--- config.mk ---
export PLATFORM = sky130hd
export DESIGN_NAME = brc_reset_ctrl
export DESIGN_NICKNAME = d
export VERILOG_FILES = /design/src/hw/brc_pkg.sv /design/src/hw/brc_reset_ctrl.sv
export SDC_FILE = /design/constraint.sdc
export NUM_CORES = 1
export LEC_CHECK = 0
export BUFFER_PORTS_ARGS = -buffer_cell sky130_fd_sc_hd__buf_2
export CAP_MARGIN = 0
export CELL_PAD_IN_SITES_DETAIL_PLACEMENT = 1
export CELL_PAD_IN_SITES_GLOBAL_PLACEMENT = 2
export CORE_AREA = 2 2 95 97
export CTS_CLUSTER_SIZE = 24
export DETAILED_ROUTE_END_ITERATION = 8
export DIE_AREA = 0 0 97 99
export MAX_ROUTING_LAYER = met4
export PLACE_DENSITY = 0.89
export SLEW_MARGIN = 10
export SYNTH_ARGS = -nofsm -noshare
export SYNTH_HDL_FRONTEND = slang
export SYNTH_SLANG_ARGS = --single-unit
--- constraint.sdc ---
create_clock -name clk_in -period 3.93 [get_ports clk_in]
set_clock_uncertainty 0.05 [all_clocks]
set_input_delay 0 -clock clk_in [delete_from_list [all_inputs] [get_ports clk_in]]
set_output_delay 0 -clock clk_in [all_outputs]
set_load 0.05 [all_outputs]
--- src/hw/brc_pkg.sv ---
// Constants, types and encodings shared by the bus module reset control.
// ==========================================================================
// What the document requires
// RULE1 - Shared bus control drivers go to high impedance at once, with no clock, while the reset pin is asserted.
// RULE2 - The system holds the shared control lines high during reset and for three clocks after the reset pin is released.
// RULE3 - While powering up and in that three-clock tail the module drives no shared control line.
// RULE4 - The point-to-point request line is exempt from that restriction because it is not shared.
// RULE5 - A trap taken while traps are disabled raises a watchdog reset that resets only this processor.
// RULE6 - A watchdog reset sends a broadcast interrupt at level 15.
// RULE7 - A control register bit starts a local software reset meant only for diagnostics.
// RULE8 - Software must not use the local software reset in normal multiprocessor operation, as it suspends snooping.
// RULE9 - The recorded reset cause follows the order watchdog, local software, system software, pushbutton, power-on.
// The code records a coincident full reset over a watchdog or local reset.
// RULE10 - Reset leaves general registers, caches, tags, translation buffers and memory contents alone.
// RULE11 - Every state machine returns to its initial state on reset; no partial system reset exists.
// RULE12 - The pushbutton gives the same reset as power-on while keeping cache and memory contents.
// RULE13 - A pushbutton reset leaves its mark in the status register.
// RULE14 - Power-on, system software and pushbutton resets turn off caches, MMUs and snooping; watchdog leaves them.
// The code keeps the snoop_en bit on a watchdog but holds snoop_en_out low for the whole processor reset span.
// RULE15 - Every reset sets the boot-mode bit to 1; 0 means translation is in use.
// RULE16 - Every reset clears the local reset bit; watchdog bit reads 1 only after a watchdog; buffers flush or drain.
// RULE17 - Release of the reset pin is synchronised so that all internal logic leaves reset on one clock edge.
package brc_pkg;

  // ========================================================================
  // Register map, byte addresses on the 32-bit bus
  localparam logic [31:0] REG_CTRL_OFS = 32'h0000_0000;
  localparam logic [31:0] REG_STAT_OFS = 32'h0000_0004;

  // ========================================================================
  // Widths and counts
  localparam int BUS_CTL_W = 8;
  localparam logic [7:0] HOLD_CLKS = 8'h03;
  localparam logic [7:0] PROC_RST_CLKS = 8'h10;
  localparam logic [3:0] IRQ_LEVEL_WD = 4'hf;

  // ========================================================================
  // Control register, low bits of word 0
  typedef struct packed {
    logic boot_mode;
    logic snoop_en;
    logic mmu_en;
    logic cache_en;
    logic local_reset;
  } brc_ctrl_t;

  localparam brc_ctrl_t CTRL_RESET = '{boot_mode: 1'b1, snoop_en: 1'b0,
    mmu_en: 1'b0, cache_en: 1'b0, local_reset: 1'b0};

  typedef enum logic [2:0] {
    CAUSE_NONE,
    CAUSE_WATCHDOG,
    CAUSE_LOCAL_SW,
    CAUSE_SYS_SW,
    CAUSE_PUSHBUTTON,
    CAUSE_POWER_ON
  } brc_cause_t;

  // Status register, low bits of word 1
  typedef struct packed {
    logic pushbutton_seen;
    brc_cause_t cause;
    logic watchdog;
  } brc_stat_t;

  typedef enum logic [1:0] {
    ST_RESET,
    ST_HOLD,
    ST_PROC_RST,
    ST_RUN
  } brc_state_t;

endpackage

--- src/hw/brc_reset_ctrl.sv ---
// Reset sequencer for a processor module on a shared synchronous bus.
//
// Our own choices: the placing of the registers and the Wishbone slave port.
`timescale 1ns/1ps
`default_nettype none
module brc_reset_ctrl
  import brc_pkg::*;
(
  // Clock and house reset
  input wire logic clk_in,
  input wire logic srst_in,
  // Reset sources
  input wire logic reset_input_pin_in,
  input wire logic system_software_reset_in,
  input wire logic reset_pushbutton_in,
  input wire logic trap_in,
  input wire logic traps_enabled_in,
  // Bus drivers
  input wire logic [BUS_CTL_W-1:0] bus_ctl_drive_in,
  output logic [BUS_CTL_W-1:0] bus_ctl_oe_out,
  input wire logic bus_req_drive_in,
  output logic bus_req_oe_out,
  // Processor side
  output logic cpu_reset_out,
  output logic cache_en_out,
  output logic mmu_en_out,
  output logic snoop_en_out,
  output logic boot_mode_out,
  output logic wbuf_flush_out,
  output logic wbuf_drain_out,
  output logic [3:0] irq_level_out,
  // Wishbone slave
  input wire logic wb_cyc_i,
  input wire logic wb_stb_i,
  input wire logic wb_we_i,
  input wire logic [31:0] wb_adr_i,
  input wire logic [31:0] wb_dat_i,
  input wire logic [3:0] wb_sel_i,
  output logic [31:0] wb_dat_o,
  output logic wb_ack_o
);

  // ========================================================================
  // Reset pin synchroniser
  logic pin_meta;
  logic pin_sync;
  logic full_rst;
  brc_state_t state;
  brc_state_t next_state;
  logic [7:0] cnt;
  brc_ctrl_t ctrl;
  brc_stat_t stat;
  logic wd_evt;
  logic lsr_evt;

  function automatic brc_cause_t pick_cause(input logic wd, input logic lsr,
                                            input logic system_software_reset, input logic pb);
    brc_cause_t c;
    c = CAUSE_POWER_ON;
    if (wd)
      c = CAUSE_WATCHDOG;
    else if (lsr)
      c = CAUSE_LOCAL_SW;
    else if (system_software_reset)
      c = CAUSE_SYS_SW;
    else if (pb)
      c = CAUSE_PUSHBUTTON;
    return c;
  endfunction

  always_ff @(posedge clk_in)
  begin
    if (srst_in)
    begin
      pin_meta <= 1'b1;
      pin_sync <= 1'b1;
    end
    else
    begin
      pin_meta <= reset_input_pin_in;
      pin_sync <= pin_meta; // see RULE17
    end
  end

  // Pushbutton counts as a power-on grade reset
  assign full_rst = srst_in | pin_sync | system_software_reset_in
                    | reset_pushbutton_in; // see RULE12

  // ========================================================================
  // Sequencer
  assign wd_evt = (state == ST_RUN) && trap_in && !traps_enabled_in
                  && !full_rst; // see RULE5
  assign lsr_evt = (state == ST_RUN) && ctrl.local_reset && !wd_evt
                   && !full_rst; // see RULE7

  always_comb
  begin
    next_state = state;
    case (state)
      ST_RESET:
        next_state = ST_HOLD; // see RULE17
      ST_HOLD:
        if (cnt == 8'h01)
          next_state = ST_RUN;
      ST_PROC_RST:
        if (cnt == 8'h01)
          next_state = ST_RUN;
      ST_RUN:
        if (wd_evt || lsr_evt)
          next_state = ST_PROC_RST;
      default:
        next_state = ST_RESET;
    endcase
    if (full_rst)
      next_state = ST_RESET; // see RULE11
  end

  always_ff @(posedge clk_in)
  begin
    state <= next_state;
    if (full_rst)
      cnt <= HOLD_CLKS; // see RULE2
    else if (state == ST_RUN)
      cnt <= PROC_RST_CLKS;
    else if (cnt != 8'h00)
      cnt <= cnt - 8'h01;
  end

  // ========================================================================
  // Bus drivers
  // Gated straight from the pin so going to high impedance needs no clock edge; driving again waits for ST_RUN
  assign bus_ctl_oe_out = bus_ctl_drive_in
    & {BUS_CTL_W{!reset_input_pin_in && state == ST_RUN}}; // see RULE1, see RULE3
  // Request line is point to point and stays under module control
  assign bus_req_oe_out = bus_req_drive_in; // see RULE4

  // ========================================================================
  // Control and status state
  // Caches, tags and translation buffers hold no reset here at all
  always_ff @(posedge clk_in)
  begin
    if (full_rst)
      ctrl <= CTRL_RESET; // see RULE14, see RULE15, see RULE10
    else if (wd_evt || lsr_evt)
    begin
      ctrl.boot_mode <= 1'b1; // see RULE15
      ctrl.local_reset <= 1'b0; // see RULE16
    end
    else if (wb_cyc_i && wb_stb_i && wb_we_i && wb_ack_o && wb_sel_i[0]
             && wb_adr_i == REG_CTRL_OFS)
      ctrl <= brc_ctrl_t'(wb_dat_i[4:0]);
  end

  always_ff @(posedge clk_in)
  begin
    if (full_rst)
      stat.watchdog <= 1'b0; // see RULE16
    else if (wd_evt)
      stat.watchdog <= 1'b1;
    else if (lsr_evt)
      stat.watchdog <= 1'b0;
  end

  always_ff @(posedge clk_in)
  begin
    if (srst_in)
      stat.cause <= CAUSE_POWER_ON;
    else if (full_rst || wd_evt || lsr_evt)
      stat.cause <= pick_cause(wd_evt, lsr_evt, system_software_reset_in,
                               reset_pushbutton_in); // see RULE9
  end

  // Survives every reset but the house one; setting beats a clear
  always_ff @(posedge clk_in)
  begin
    if (srst_in)
      stat.pushbutton_seen <= 1'b0;
    else if (reset_pushbutton_in)
      stat.pushbutton_seen <= 1'b1; // see RULE13
    else if (wb_cyc_i && wb_stb_i && wb_we_i && wb_ack_o && wb_sel_i[0]
             && wb_adr_i == REG_STAT_OFS && wb_dat_i[4])
      stat.pushbutton_seen <= 1'b0;
  end

  // ========================================================================
  // Processor side outputs
  always_ff @(posedge clk_in)
  begin
    cpu_reset_out <= (next_state != ST_RUN); // see RULE5
    cache_en_out <= ctrl.cache_en;
    mmu_en_out <= ctrl.mmu_en;
    boot_mode_out <= ctrl.boot_mode;
    // Local reset keeps snooping off for its whole span
    snoop_en_out <= ctrl.snoop_en && next_state == ST_RUN; // see RULE7
    wbuf_flush_out <= (full_rst && state != ST_RESET) || lsr_evt; // see RULE16
    wbuf_drain_out <= wd_evt; // see RULE16
    irq_level_out <= wd_evt ? IRQ_LEVEL_WD : 4'h0; // see RULE6
  end

  // ========================================================================
  // Wishbone slave, one wait state, unmapped reads zero
  always_ff @(posedge clk_in)
  begin
    if (srst_in)
    begin
      wb_ack_o <= 1'b0;
      wb_dat_o <= 32'h0000_0000;
    end
    else
    begin
      wb_ack_o <= wb_cyc_i && wb_stb_i && !wb_ack_o;
      if (wb_adr_i == REG_CTRL_OFS)
        wb_dat_o <= {27'h0, ctrl};
      else if (wb_adr_i == REG_STAT_OFS)
        wb_dat_o <= {25'h0, state == ST_RUN, 1'b0, stat};
      else
        wb_dat_o <= 32'h0000_0000;
    end
  end

  // ========================================================================
  // Checks
  tristate_on_reset_a: assert property (@(posedge clk_in) // see RULE1
    reset_input_pin_in |-> bus_ctl_oe_out == '0)
    else $error("shared control driven while reset pin high");

  release_tail_quiet_a: assert property (@(posedge clk_in) // see RULE2
    disable iff (srst_in)
    $fell(pin_sync) |-> (bus_ctl_oe_out == '0) [*3])
    else $error("shared control driven in release tail");

  powerup_quiet_a: assert property (@(posedge clk_in) // see RULE3
    state != ST_RUN |-> bus_ctl_oe_out == '0)
    else $error("shared control driven outside run");

  request_free_a: assert property (@(posedge clk_in) // see RULE4
    disable iff (srst_in)
    (state == ST_HOLD && bus_req_drive_in) |-> bus_req_oe_out)
    else $error("request line blocked during reset tail");

  watchdog_irq_a: assert property (@(posedge clk_in) // see RULE6
    disable iff (srst_in)
    wd_evt |=> irq_level_out == IRQ_LEVEL_WD && stat.watchdog
               && cpu_reset_out ##1 irq_level_out == 4'h0)
    else $error("watchdog did not raise level 15 once");

  local_reset_a: assert property (@(posedge clk_in) // see RULE7
    disable iff (srst_in)
    lsr_evt |=> !ctrl.local_reset && cpu_reset_out && !snoop_en_out
                && wbuf_flush_out)
    else $error("local software reset sequence wrong");

  cause_order_a: assert property (@(posedge clk_in) // see RULE9
    disable iff (srst_in)
    (wd_evt && ctrl.local_reset) |=> stat.cause == CAUSE_WATCHDOG)
    else $error("watchdog did not win cause priority");

  full_clears_a: assert property (@(posedge clk_in) // see RULE14
    full_rst |=> !ctrl.cache_en && !ctrl.mmu_en && !ctrl.snoop_en
                 && ctrl.boot_mode && !stat.watchdog)
    else $error("full reset left state enabled");

  watchdog_keeps_a: assert property (@(posedge clk_in) // see RULE14
    disable iff (srst_in)
    wd_evt |=> $stable(ctrl.cache_en) && $stable(ctrl.mmu_en)
               && ctrl.boot_mode && wbuf_drain_out)
    else $error("watchdog changed cache or mmu state");

  pushbutton_mark_a: assert property (@(posedge clk_in) // see RULE13
    disable iff (srst_in)
    reset_pushbutton_in |=> stat.pushbutton_seen
      && stat.cause == ($past(system_software_reset_in) ? CAUSE_SYS_SW
                        : CAUSE_PUSHBUTTON))
    else $error("pushbutton left no status mark");

  sync_exit_a: assert property (@(posedge clk_in) // see RULE17
    disable iff (srst_in)
    (state == ST_RESET && !full_rst) |=> state == ST_HOLD ##2 state == ST_RUN)
    else $error("exit from reset not on the expected edges");

  reset_idle_a: assert property (@(posedge clk_in) // see RULE11
    srst_in |=> !wb_ack_o && state == ST_RESET && cpu_reset_out)
    else $error("house reset left a machine out of its idle state");

  pin_flush_a: assert property (@(posedge clk_in) // see RULE16
    disable iff (srst_in)
    ($rose(pin_sync) && state == ST_RUN) |=> wbuf_flush_out)
    else $error("reset pin did not empty the write buffers");

  drain_once_a: assert property (@(posedge clk_in) // see RULE16
    disable iff (srst_in)
    wd_evt |=> wbuf_drain_out && !wbuf_flush_out ##1 !wbuf_drain_out)
    else $error("watchdog did not drain the write buffers once");

  boot_on_reset_a: assert property (@(posedge clk_in) // see RULE15
    disable iff (srst_in)
    (wd_evt || lsr_evt) |=> ctrl.boot_mode && !ctrl.local_reset)
    else $error("processor reset left boot mode off");

  watchdog_seen_c: cover property (@(posedge clk_in) wd_evt);
  local_reset_c: cover property (@(posedge clk_in) lsr_evt);
  pushbutton_c: cover property (@(posedge clk_in)
    reset_pushbutton_in ##1 !full_rst [*4] ##1 state == ST_RUN);
  full_to_run_c: cover property (@(posedge clk_in)
    $fell(pin_sync) ##[1:8] state == ST_RUN);
  watchdog_over_local_c: cover property (@(posedge clk_in)
    wd_evt && ctrl.local_reset);

endmodule
`default_nettype wire

==> flow_metrics.env, run 1 <==
export IMPL_rows=34
export IMPL_reg2reg_to="ctrl[1]"
export IMPL_crit_fanout=12
export IMPL_worstPathBufferInverterCount=2
export IMPL_instances_no_fill=403
export IMPL_clk_latency_ps=290
export IMPL_yosysTopAreaCell="dfxtp_1"
export IMPL_grt_total_usage_pct=10.3
export IMPL_gp_congestion=0.780
export IMPL_p_leak_nw=1.10
export IMPL_wl_per_cell_um=11.7
export IMPL_dpl_cell_area_um2=2320
export IMPL_slowest_delay_ps=420
export IMPL_clk_pin_slew_worst_paths_ps=70
export IMPL_drive_above_1_share_pct=36.3
export IMPL_rsz0062_at_grt="false"
export IMPL_antenna_found_initial=0
export IMPL_grt_pass1_vias=1746
export IMPL_synth_edff_count=0
export IMPL_grt_start_max_net_pins=16
export IMPL_fin_nets=386
export IMPL_critical_path_class="flip-flop to output pin"
export IMPL_boundaryPins=140
export IMPL_synth_seq_area_share_pct=37.3
export IMPL_portBuffers=81
export IMPL_r2r_setup_slack_ps=2110
export IMPL_antenna_left=0
export IMPL_cts_resized=0
export IMPL_final_area_um2=2550
export IMPL_avgSynthCellArea_um2=9.48
export IMPL_worst_hold_path_endpoint="stat[2]"
export IMPL_fill_cells=1022
export IMPL_yosysTopAreaCellShare_pct=37.3
export IMPL_critPathSlowestCell="ha_1"
export IMPL_synth_warnings=0
export IMPL_die_area_um2=9600
export IMPL_min_path_cells=2
export IMPL_cts_inserted_buffers=5
export IMPL_yosys_top_cells_count="36 x dfxtp_1, 31 x buf_4, 17 x nand2_1"
export IMPL_power_density_nw_per_um2=319
export IMPL_critPathTopFamily="simple AND/OR/NAND/NOR gates"
export IMPL_synthCells=204
export IMPL_hpwl_um=3720
export IMPL_synth_seq_cells=36
export IMPL_die_h_um=99
export IMPL_dp_cells=383
export IMPL_hold_viol=0
export IMPL_dpl_worst_slack_ps=2090
export IMPL_drcViolationCount=0
export IMPL_regArea_um2=721
export IMPL_final_core_util_pct=29.8
export IMPL_async_flop_share_pct=0
export IMPL_cp_required_ps=3880
export IMPL_cts_sinks=36
export IMPL_synth_area_leaders="dfxtp_1 37%, buf_4 12%, mux2i_1 5.2%, nor4_4 4.4%, nand2_1 3.3%"
export IMPL_drt_pass1_iterations=4
export IMPL_reg2regPathDepth=4
export IMPL_clockBufferDepth=2
export IMPL_setup_viol_count_final=0
export IMPL_design_core_area_um2=8550
export IMPL_hold_path_class="primary input to flip-flop"
export IMPL_yosys_cell_types_count=37
export IMPL_cts_tree="built"
export IMPL_endpoint_kind="output pin"
export IMPL_whs_ps=15.1
export IMPL_totalWireLength_um=4730
export IMPL_arrival_ps=1940
export IMPL_outcome="complete, no violations"
export IMPL_fmax_ghz=0.501
export IMPL_n_antenna_cell=0
export IMPL_grt_pass1_wl_um=7890
export IMPL_synth_most_common_cell="dfxtp_1"
export IMPL_total_power_mw=0.813
export IMPL_crit_path_start_kind="flip-flop"
export IMPL_crit_chain="ha_1 -> inv_1 -> nor2_1 -> and2_1 -> buf_2"
export IMPL_routed_via_density=4.06
export IMPL_ctsRootBufferMaster="clkbuf_8"
export IMPL_hold_start="srst_in"
export IMPL_drv_cap=0
export IMPL_finalSetupTns_ps=0
export IMPL_crit_start="state[0]"
export IMPL_r2r_start="state[0]"
export IMPL_final_period_utilization_pct=50.7
export IMPL_layout_area_overhead_vs_synth_pct=31.9
export IMPL_drt_initial_drc_count=61
export IMPL_start_util_pct=22.6
export IMPL_die_w_um=97
export IMPL_vias=1637
export IMPL_finalMaxSlewViolations=0
export IMPL_ir_drop_v=0.000108
export IMPL_overflow=0
export IMPL_setup_ws_ps=1940
export IMPL_min_period_ps=1990
export IMPL_multi_input_area_um2=1030
export IMPL_synth_ff_type="dfxtp_1"
export IMPL_synth_area_um2=1930
export IMPL_cts_max_level=2
cells by family (layout without fill, tap and decap cells):
family                     count (synthesis)  count (layout)  share of synthesized area [%]
adders and majority gates                  5               5                           3.24
xor gates and xnor gates                   6               6                           2.72
buffers and inverters                     42             108                           14.2
muxes                                     11              11                           5.76
and+or+nand+nor                           84              84                           28.3
other                                      1              26                          0.194
AOI/OAI and AO/OA                         19              19                           8.22
DFF                                       36              36                           37.3
cell usage in the layout (no fill, tap or decap), types with 2 or more instances in the layout:
cell	n
a31oi_1	2
nor4_1	7
ha_1	5
xnor2_1	3
or3_1	4
mux2i_1	10
buf_2	81
nand3_1	5
nand3b_1	2
or2_2	3
clkbuf_8	5
inv_1	6
nor4_4	4
nor4_2	5
xor2_1	3
a2111oi_4	2
a21oi_1	6
nor2_1	16
and2_1	8
conb_1	26
nor3_1	7
nand2_1	17
dfxtp_1	36
o21ai_0	4
dlygate4sd3_1	12
per-layer routing:
| metal | share of wire, % | global-route usage, % |
|---|---|---|
| met5 | 0 | - |
| met1 | 39 | 10.2 |
| met3 | 6.3 | 3.33 |
| met2 | 54 | 19.2 |
| met4 | 1.3 | 3.36 |
worst max-delay path by stage:
stage,to,slack [ps],cells after the start
floorplan,ctrl[1],2190,4
global placement,ctrl[3],2120,4
detailed placement,ctrl[1],2090,4
CTS,bus_ctl_oe_out[0],1870,5
global route,bus_ctl_oe_out[7],1710,5
finish,bus_ctl_oe_out[0],1940,5
worst reg2reg max path: cells and delay by family, from the launching register on:
| kind | cells | cell delay [ps] |
|---|---|---|
| adder cells (fa/ha/maj) | 1 | 350 |
| flip-flops | 1 | 330 |
| multiplexers | 1 | 240 |
| AO/OA/AOI/OAI | 2 | 780 |
flip-flops by register name, indices dropped and copies added, names as in the netlist, 2 cells and up:
register  cells
cnt           8
wb_dat_o      6
ctrl          5
stat          5
state         2
area by class of cell:
type                            count  area share (%)
Timing Repair Buffer               94            20.9
Clock buffer                        6            2.85
Sequential cell                    36            28.3
Tap cell                          108            5.30
Multi-Input combinational cell    151            40.4
Inverter                            6           0.883
Clock inverter                      2            1.37
power by group:
part	switching (mW)	total, mW	internal, mW
clock	0.133	0.321	0.188
combinational	0.0851	0.121	0.0362
sequential	0.00209	0.371	0.369
total	0.220	0.813	0.593
timing repair:
item	4_1_cts	5_1_grt
hold endpoints to repair	13	0
setup buffers	0	0
hold buffers	12	0
endpoints found under the setup margin	0	0
(Power assumes the default switching activity.)
==> inputs of run 2 (changes only) <==
--- a/config.mk
+++ b/config.mk
@@ -5,16 +5,17 @@
 export SDC_FILE = /design/constraint.sdc
 export NUM_CORES = 1
 export LEC_CHECK = 0
+export ABC_AREA = 1
 export BUFFER_PORTS_ARGS = -buffer_cell sky130_fd_sc_hd__buf_2
 export CAP_MARGIN = 0
 export CELL_PAD_IN_SITES_DETAIL_PLACEMENT = 1
 export CELL_PAD_IN_SITES_GLOBAL_PLACEMENT = 2
-export CORE_AREA = 2 2 95 97
+export CORE_AREA = 2 2 108 110
 export CTS_CLUSTER_SIZE = 24
 export DETAILED_ROUTE_END_ITERATION = 8
-export DIE_AREA = 0 0 97 99
+export DIE_AREA = 0 0 110 112
 export MAX_ROUTING_LAYER = met4
-export PLACE_DENSITY = 0.89
+export PLACE_DENSITY = 0.8
 export SLEW_MARGIN = 10
 export SYNTH_ARGS = -nofsm -noshare
 export SYNTH_HDL_FRONTEND = slang
==> constraint.sdc (replaced) <==
create_clock -name clk_in -period 1.7 [get_ports clk_in]
set_clock_uncertainty 0.05 [all_clocks]
set_input_delay 0 -clock clk_in [delete_from_list [all_inputs] [get_ports clk_in]]
set_output_delay 0 -clock clk_in [all_outputs]
set_load 0.05 [all_outputs]
==> run 2 against run 1 <==
Final cell count grew 24%. Worst setup slack got worse by 1800 ps. Via count up 14%. Clock power grew to 3.2 times the previous value. Register-to-register slack worse by 1900 ps. Critical path type unchanged. First-iteration DRC count down 79%. Utilization decreased by 5.4 points. Sequential share of layout area is 1.8 points lower. Routed wire length is 8.7% higher. Final area rose by 6.8%. Largest power group is now the clock network.
==> flow_metrics.env, run 2 <==
export IMPL_drt_pass1_iterations=3
export IMPL_die_area_um2=12300
export IMPL_synthCells=270
export IMPL_fmax_ghz=0.638
export IMPL_crit_path_start_kind="flip-flop"
export IMPL_critical_path_class="flip-flop to output pin"
export IMPL_power_density_nw_per_um2=789
export IMPL_min_period_ps=1570
export IMPL_cp_required_ps=1650
export IMPL_drv_cap=0
export IMPL_routed_via_density=3.74
export IMPL_start_util_pct=18.4
export IMPL_antenna_found_initial=0
export IMPL_drt_initial_drc_count=13
export IMPL_totalWireLength_um=5140
export IMPL_layout_area_overhead_vs_synth_pct=32.5
export IMPL_boundaryPins=140
export IMPL_min_path_cells=5
export IMPL_reg2reg_to="cnt[1]"
export IMPL_grt_start_max_net_pins=14
export IMPL_grt_pass1_vias=1985
export IMPL_yosysTopAreaCell="dfxtp_1"
export IMPL_hold_viol=0
export IMPL_design_core_area_um2=11200
export IMPL_overflow=0
export IMPL_endpoint_kind="output pin"
export IMPL_largest_reg_flops=8
export IMPL_yosys_top_cells_count="39 x nand2_1, 36 x dfxtp_1, 35 x nor2_1"
export IMPL_finalMaxSlewViolations=0
export IMPL_rsz0062_at_grt="true"
export IMPL_layout_commonest_cell="buf_2"
export IMPL_p_leak_nw=1.31
export IMPL_worst_hold_path_endpoint="ctrl[3]"
export IMPL_grt_pass1_wl_um=8500
export IMPL_multi_input_area_um2=1020
export IMPL_synth_ff_type="dfxtp_1"
export IMPL_clk_pin_slew_worst_paths_ps=60
export IMPL_yosys_cell_types_count=32
export IMPL_synth_warnings=0
export IMPL_dpl_worst_slack_ps=177
export IMPL_synth_area_leaders="dfxtp_1 35%, buf_4 12%, nand2_1 7.1%, nor2_1 6.4%, inv_1 6.2%"
export IMPL_total_power_mw=2.15
export IMPL_r2r_setup_slack_ps=210
export IMPL_final_core_util_pct=24.4
export IMPL_clk_latency_ps=280
export IMPL_final_cell_mix="73 x buf_2, 38 x nand2_1, 36 x dfxtp_1"
export IMPL_ctsRootBufferMaster="clkbuf_16"
export IMPL_cts_tree="built"
export IMPL_synth_area_um2=2060
export IMPL_drcViolationCount=0
export IMPL_setup_viol_count_final=0
export IMPL_final_period_utilization_pct=92.2
export IMPL_outcome="complete, no violations"
export IMPL_wl_per_cell_um=10.3
export IMPL_whs_ps=9.69
export IMPL_setup_ws_ps=132
export IMPL_arrival_ps=1520
export IMPL_cts_inserted_buffers=5
export IMPL_rows=39
export IMPL_synth_most_common_cell="nand2_1"
export IMPL_post_cts_buffers=0
export IMPL_drive_above_1_share_pct=37.4
export IMPL_synth_edff_count=0
export IMPL_regArea_um2=721
export IMPL_grt_total_usage_pct=9.02
export IMPL_synth_seq_cells=36
export IMPL_crit_fanout=8
export IMPL_async_flop_share_pct=0
export IMPL_slew_headroom_pct=66.2
export IMPL_avgSynthCellArea_um2=7.61
export IMPL_hold_path_class="primary input to flip-flop"
export IMPL_cts_max_level=2
export IMPL_gp_congestion=0.734
export IMPL_r2r_start="cnt[0]"
export IMPL_antenna_left=0
export IMPL_fin_nets=447
export IMPL_vias=1865
export IMPL_largest_register="cnt"
export IMPL_clockBufferDepth=2
export IMPL_portBuffers=81
export IMPL_worst_pin_slew_ps=505
export IMPL_finalSetupTns_ps=0
export IMPL_die_h_um=112
export IMPL_cts_sinks=36
export IMPL_yosysTopAreaCellShare_pct=35.1
export IMPL_hold_start="wb_dat_i[3]"
export IMPL_synth_seq_area_share_pct=35.1
export IMPL_die_w_um=110
export IMPL_n_antenna_cell=0
export IMPL_fill_cells=1385
export IMPL_hpwl_um=4290
export IMPL_top_regs="cnt: 8 flops, wb_dat_o: 6 flops"
export IMPL_ir_drop_v=0.000279
export IMPL_reg2regPathDepth=8
==> run 2: cell count changes in the layout (fill, tap and decap cells not counted), sizes merged, moves of 4 or more <==
| cell | before | now |
|---|---|---|
| a21oi | 6 | 13 |
| nor2 | 16 | 49 |
| nand2 | 17 | 48 |
| nand4 | 2 | 11 |
| and2 | 8 | 0 |
| nand3 | 5 | 11 |
| nor4 | 16 | 0 |
| nor3 | 8 | 4 |
| or3 | 4 | 0 |
| mux2i | 10 | 0 |
| dlygate4sd3 | 12 | 5 |
| inv | 6 | 39 |
==> run 2: report_power, final <==
group | switching [mW] | internal, mW | total (mW)
clock network | 0.339 | 0.689 | 1.03
logic | 0.193 | 0.0704 | 0.263
registers | 0.00465 | 0.854 | 0.858
total | 0.536 | 1.61 | 2.15
==> run 2: critical path: stages (launching register included) <==
cell and delay [ps]:
dfxtp_1 370, ha_2 240, buf_4 160, nand2_2 120, nor2_1 130, buf_4 210
==> run 2: area by class of cell <==
class / count / area share (%)
multi-input combinational: 185 / 37.6
clock buffer: 6 / 4.73
tap: 143 / 6.57
inverter: 39 / 5.37
sequential: 36 / 26.5
clock inverter: 2 / 1.29
timing repair buffer: 88 / 18.0
==> run 2: cells by family after synthesis <==
logic type      count (synthesis)  synth area share [%]
compound gates                 24                  7.79
xor+xnor                        5                  2.13
fa+ha+maj                       5                  3.04
buf+inv                        74                  20.2
flops                          36                  35.1
other cells                     1                 0.182
simple gates                  125                  31.6
==> run 2: stage by stage <==
stage / instance area (µm²) / instances
floorplan: 2150 / 295
global placement: 2480 / 486
detailed placement: 2480 / 486
CTS: 2720 / 499
global route: 2720 / 499
finish: 2720 / 499
==> run 2: what timing repair did <==
item                                    CTS  global route
endpoints found under the setup margin    8             5
endpoints found under the hold margin     6             0
hold buffers                              5             0
resized for setup                         9             2
==> run 2: worst max path at each step <==
stage,start,to,slack (ps),cells past startpoint
after floorplan,wb_ack_o,stat[4],100,5
after global placement,cnt[0],cnt[3],190,7
after detailed placement,state[0],snoop_en_out,180,8
after CTS,state[0],bus_ctl_oe_out[0],70,5
after global routing,reset_pushbutton_in,ctrl[4],-5,10
final,state[0],bus_ctl_oe_out[4],130,5
==> run 2: metal layers <==
| layer | up-vias | track usage (%) | part of all wire, % |
|---|---|---|---|
| li1 | 954 | - | - |
| met5 | - | - | 0 |
| met3 | 8 | 2.75 | 8.0 |
| met1 | 836 | 9.05 | 40 |
| met2 | 67 | 16.3 | 51 |
| met4 | 0 | 3.04 | 1.5 |
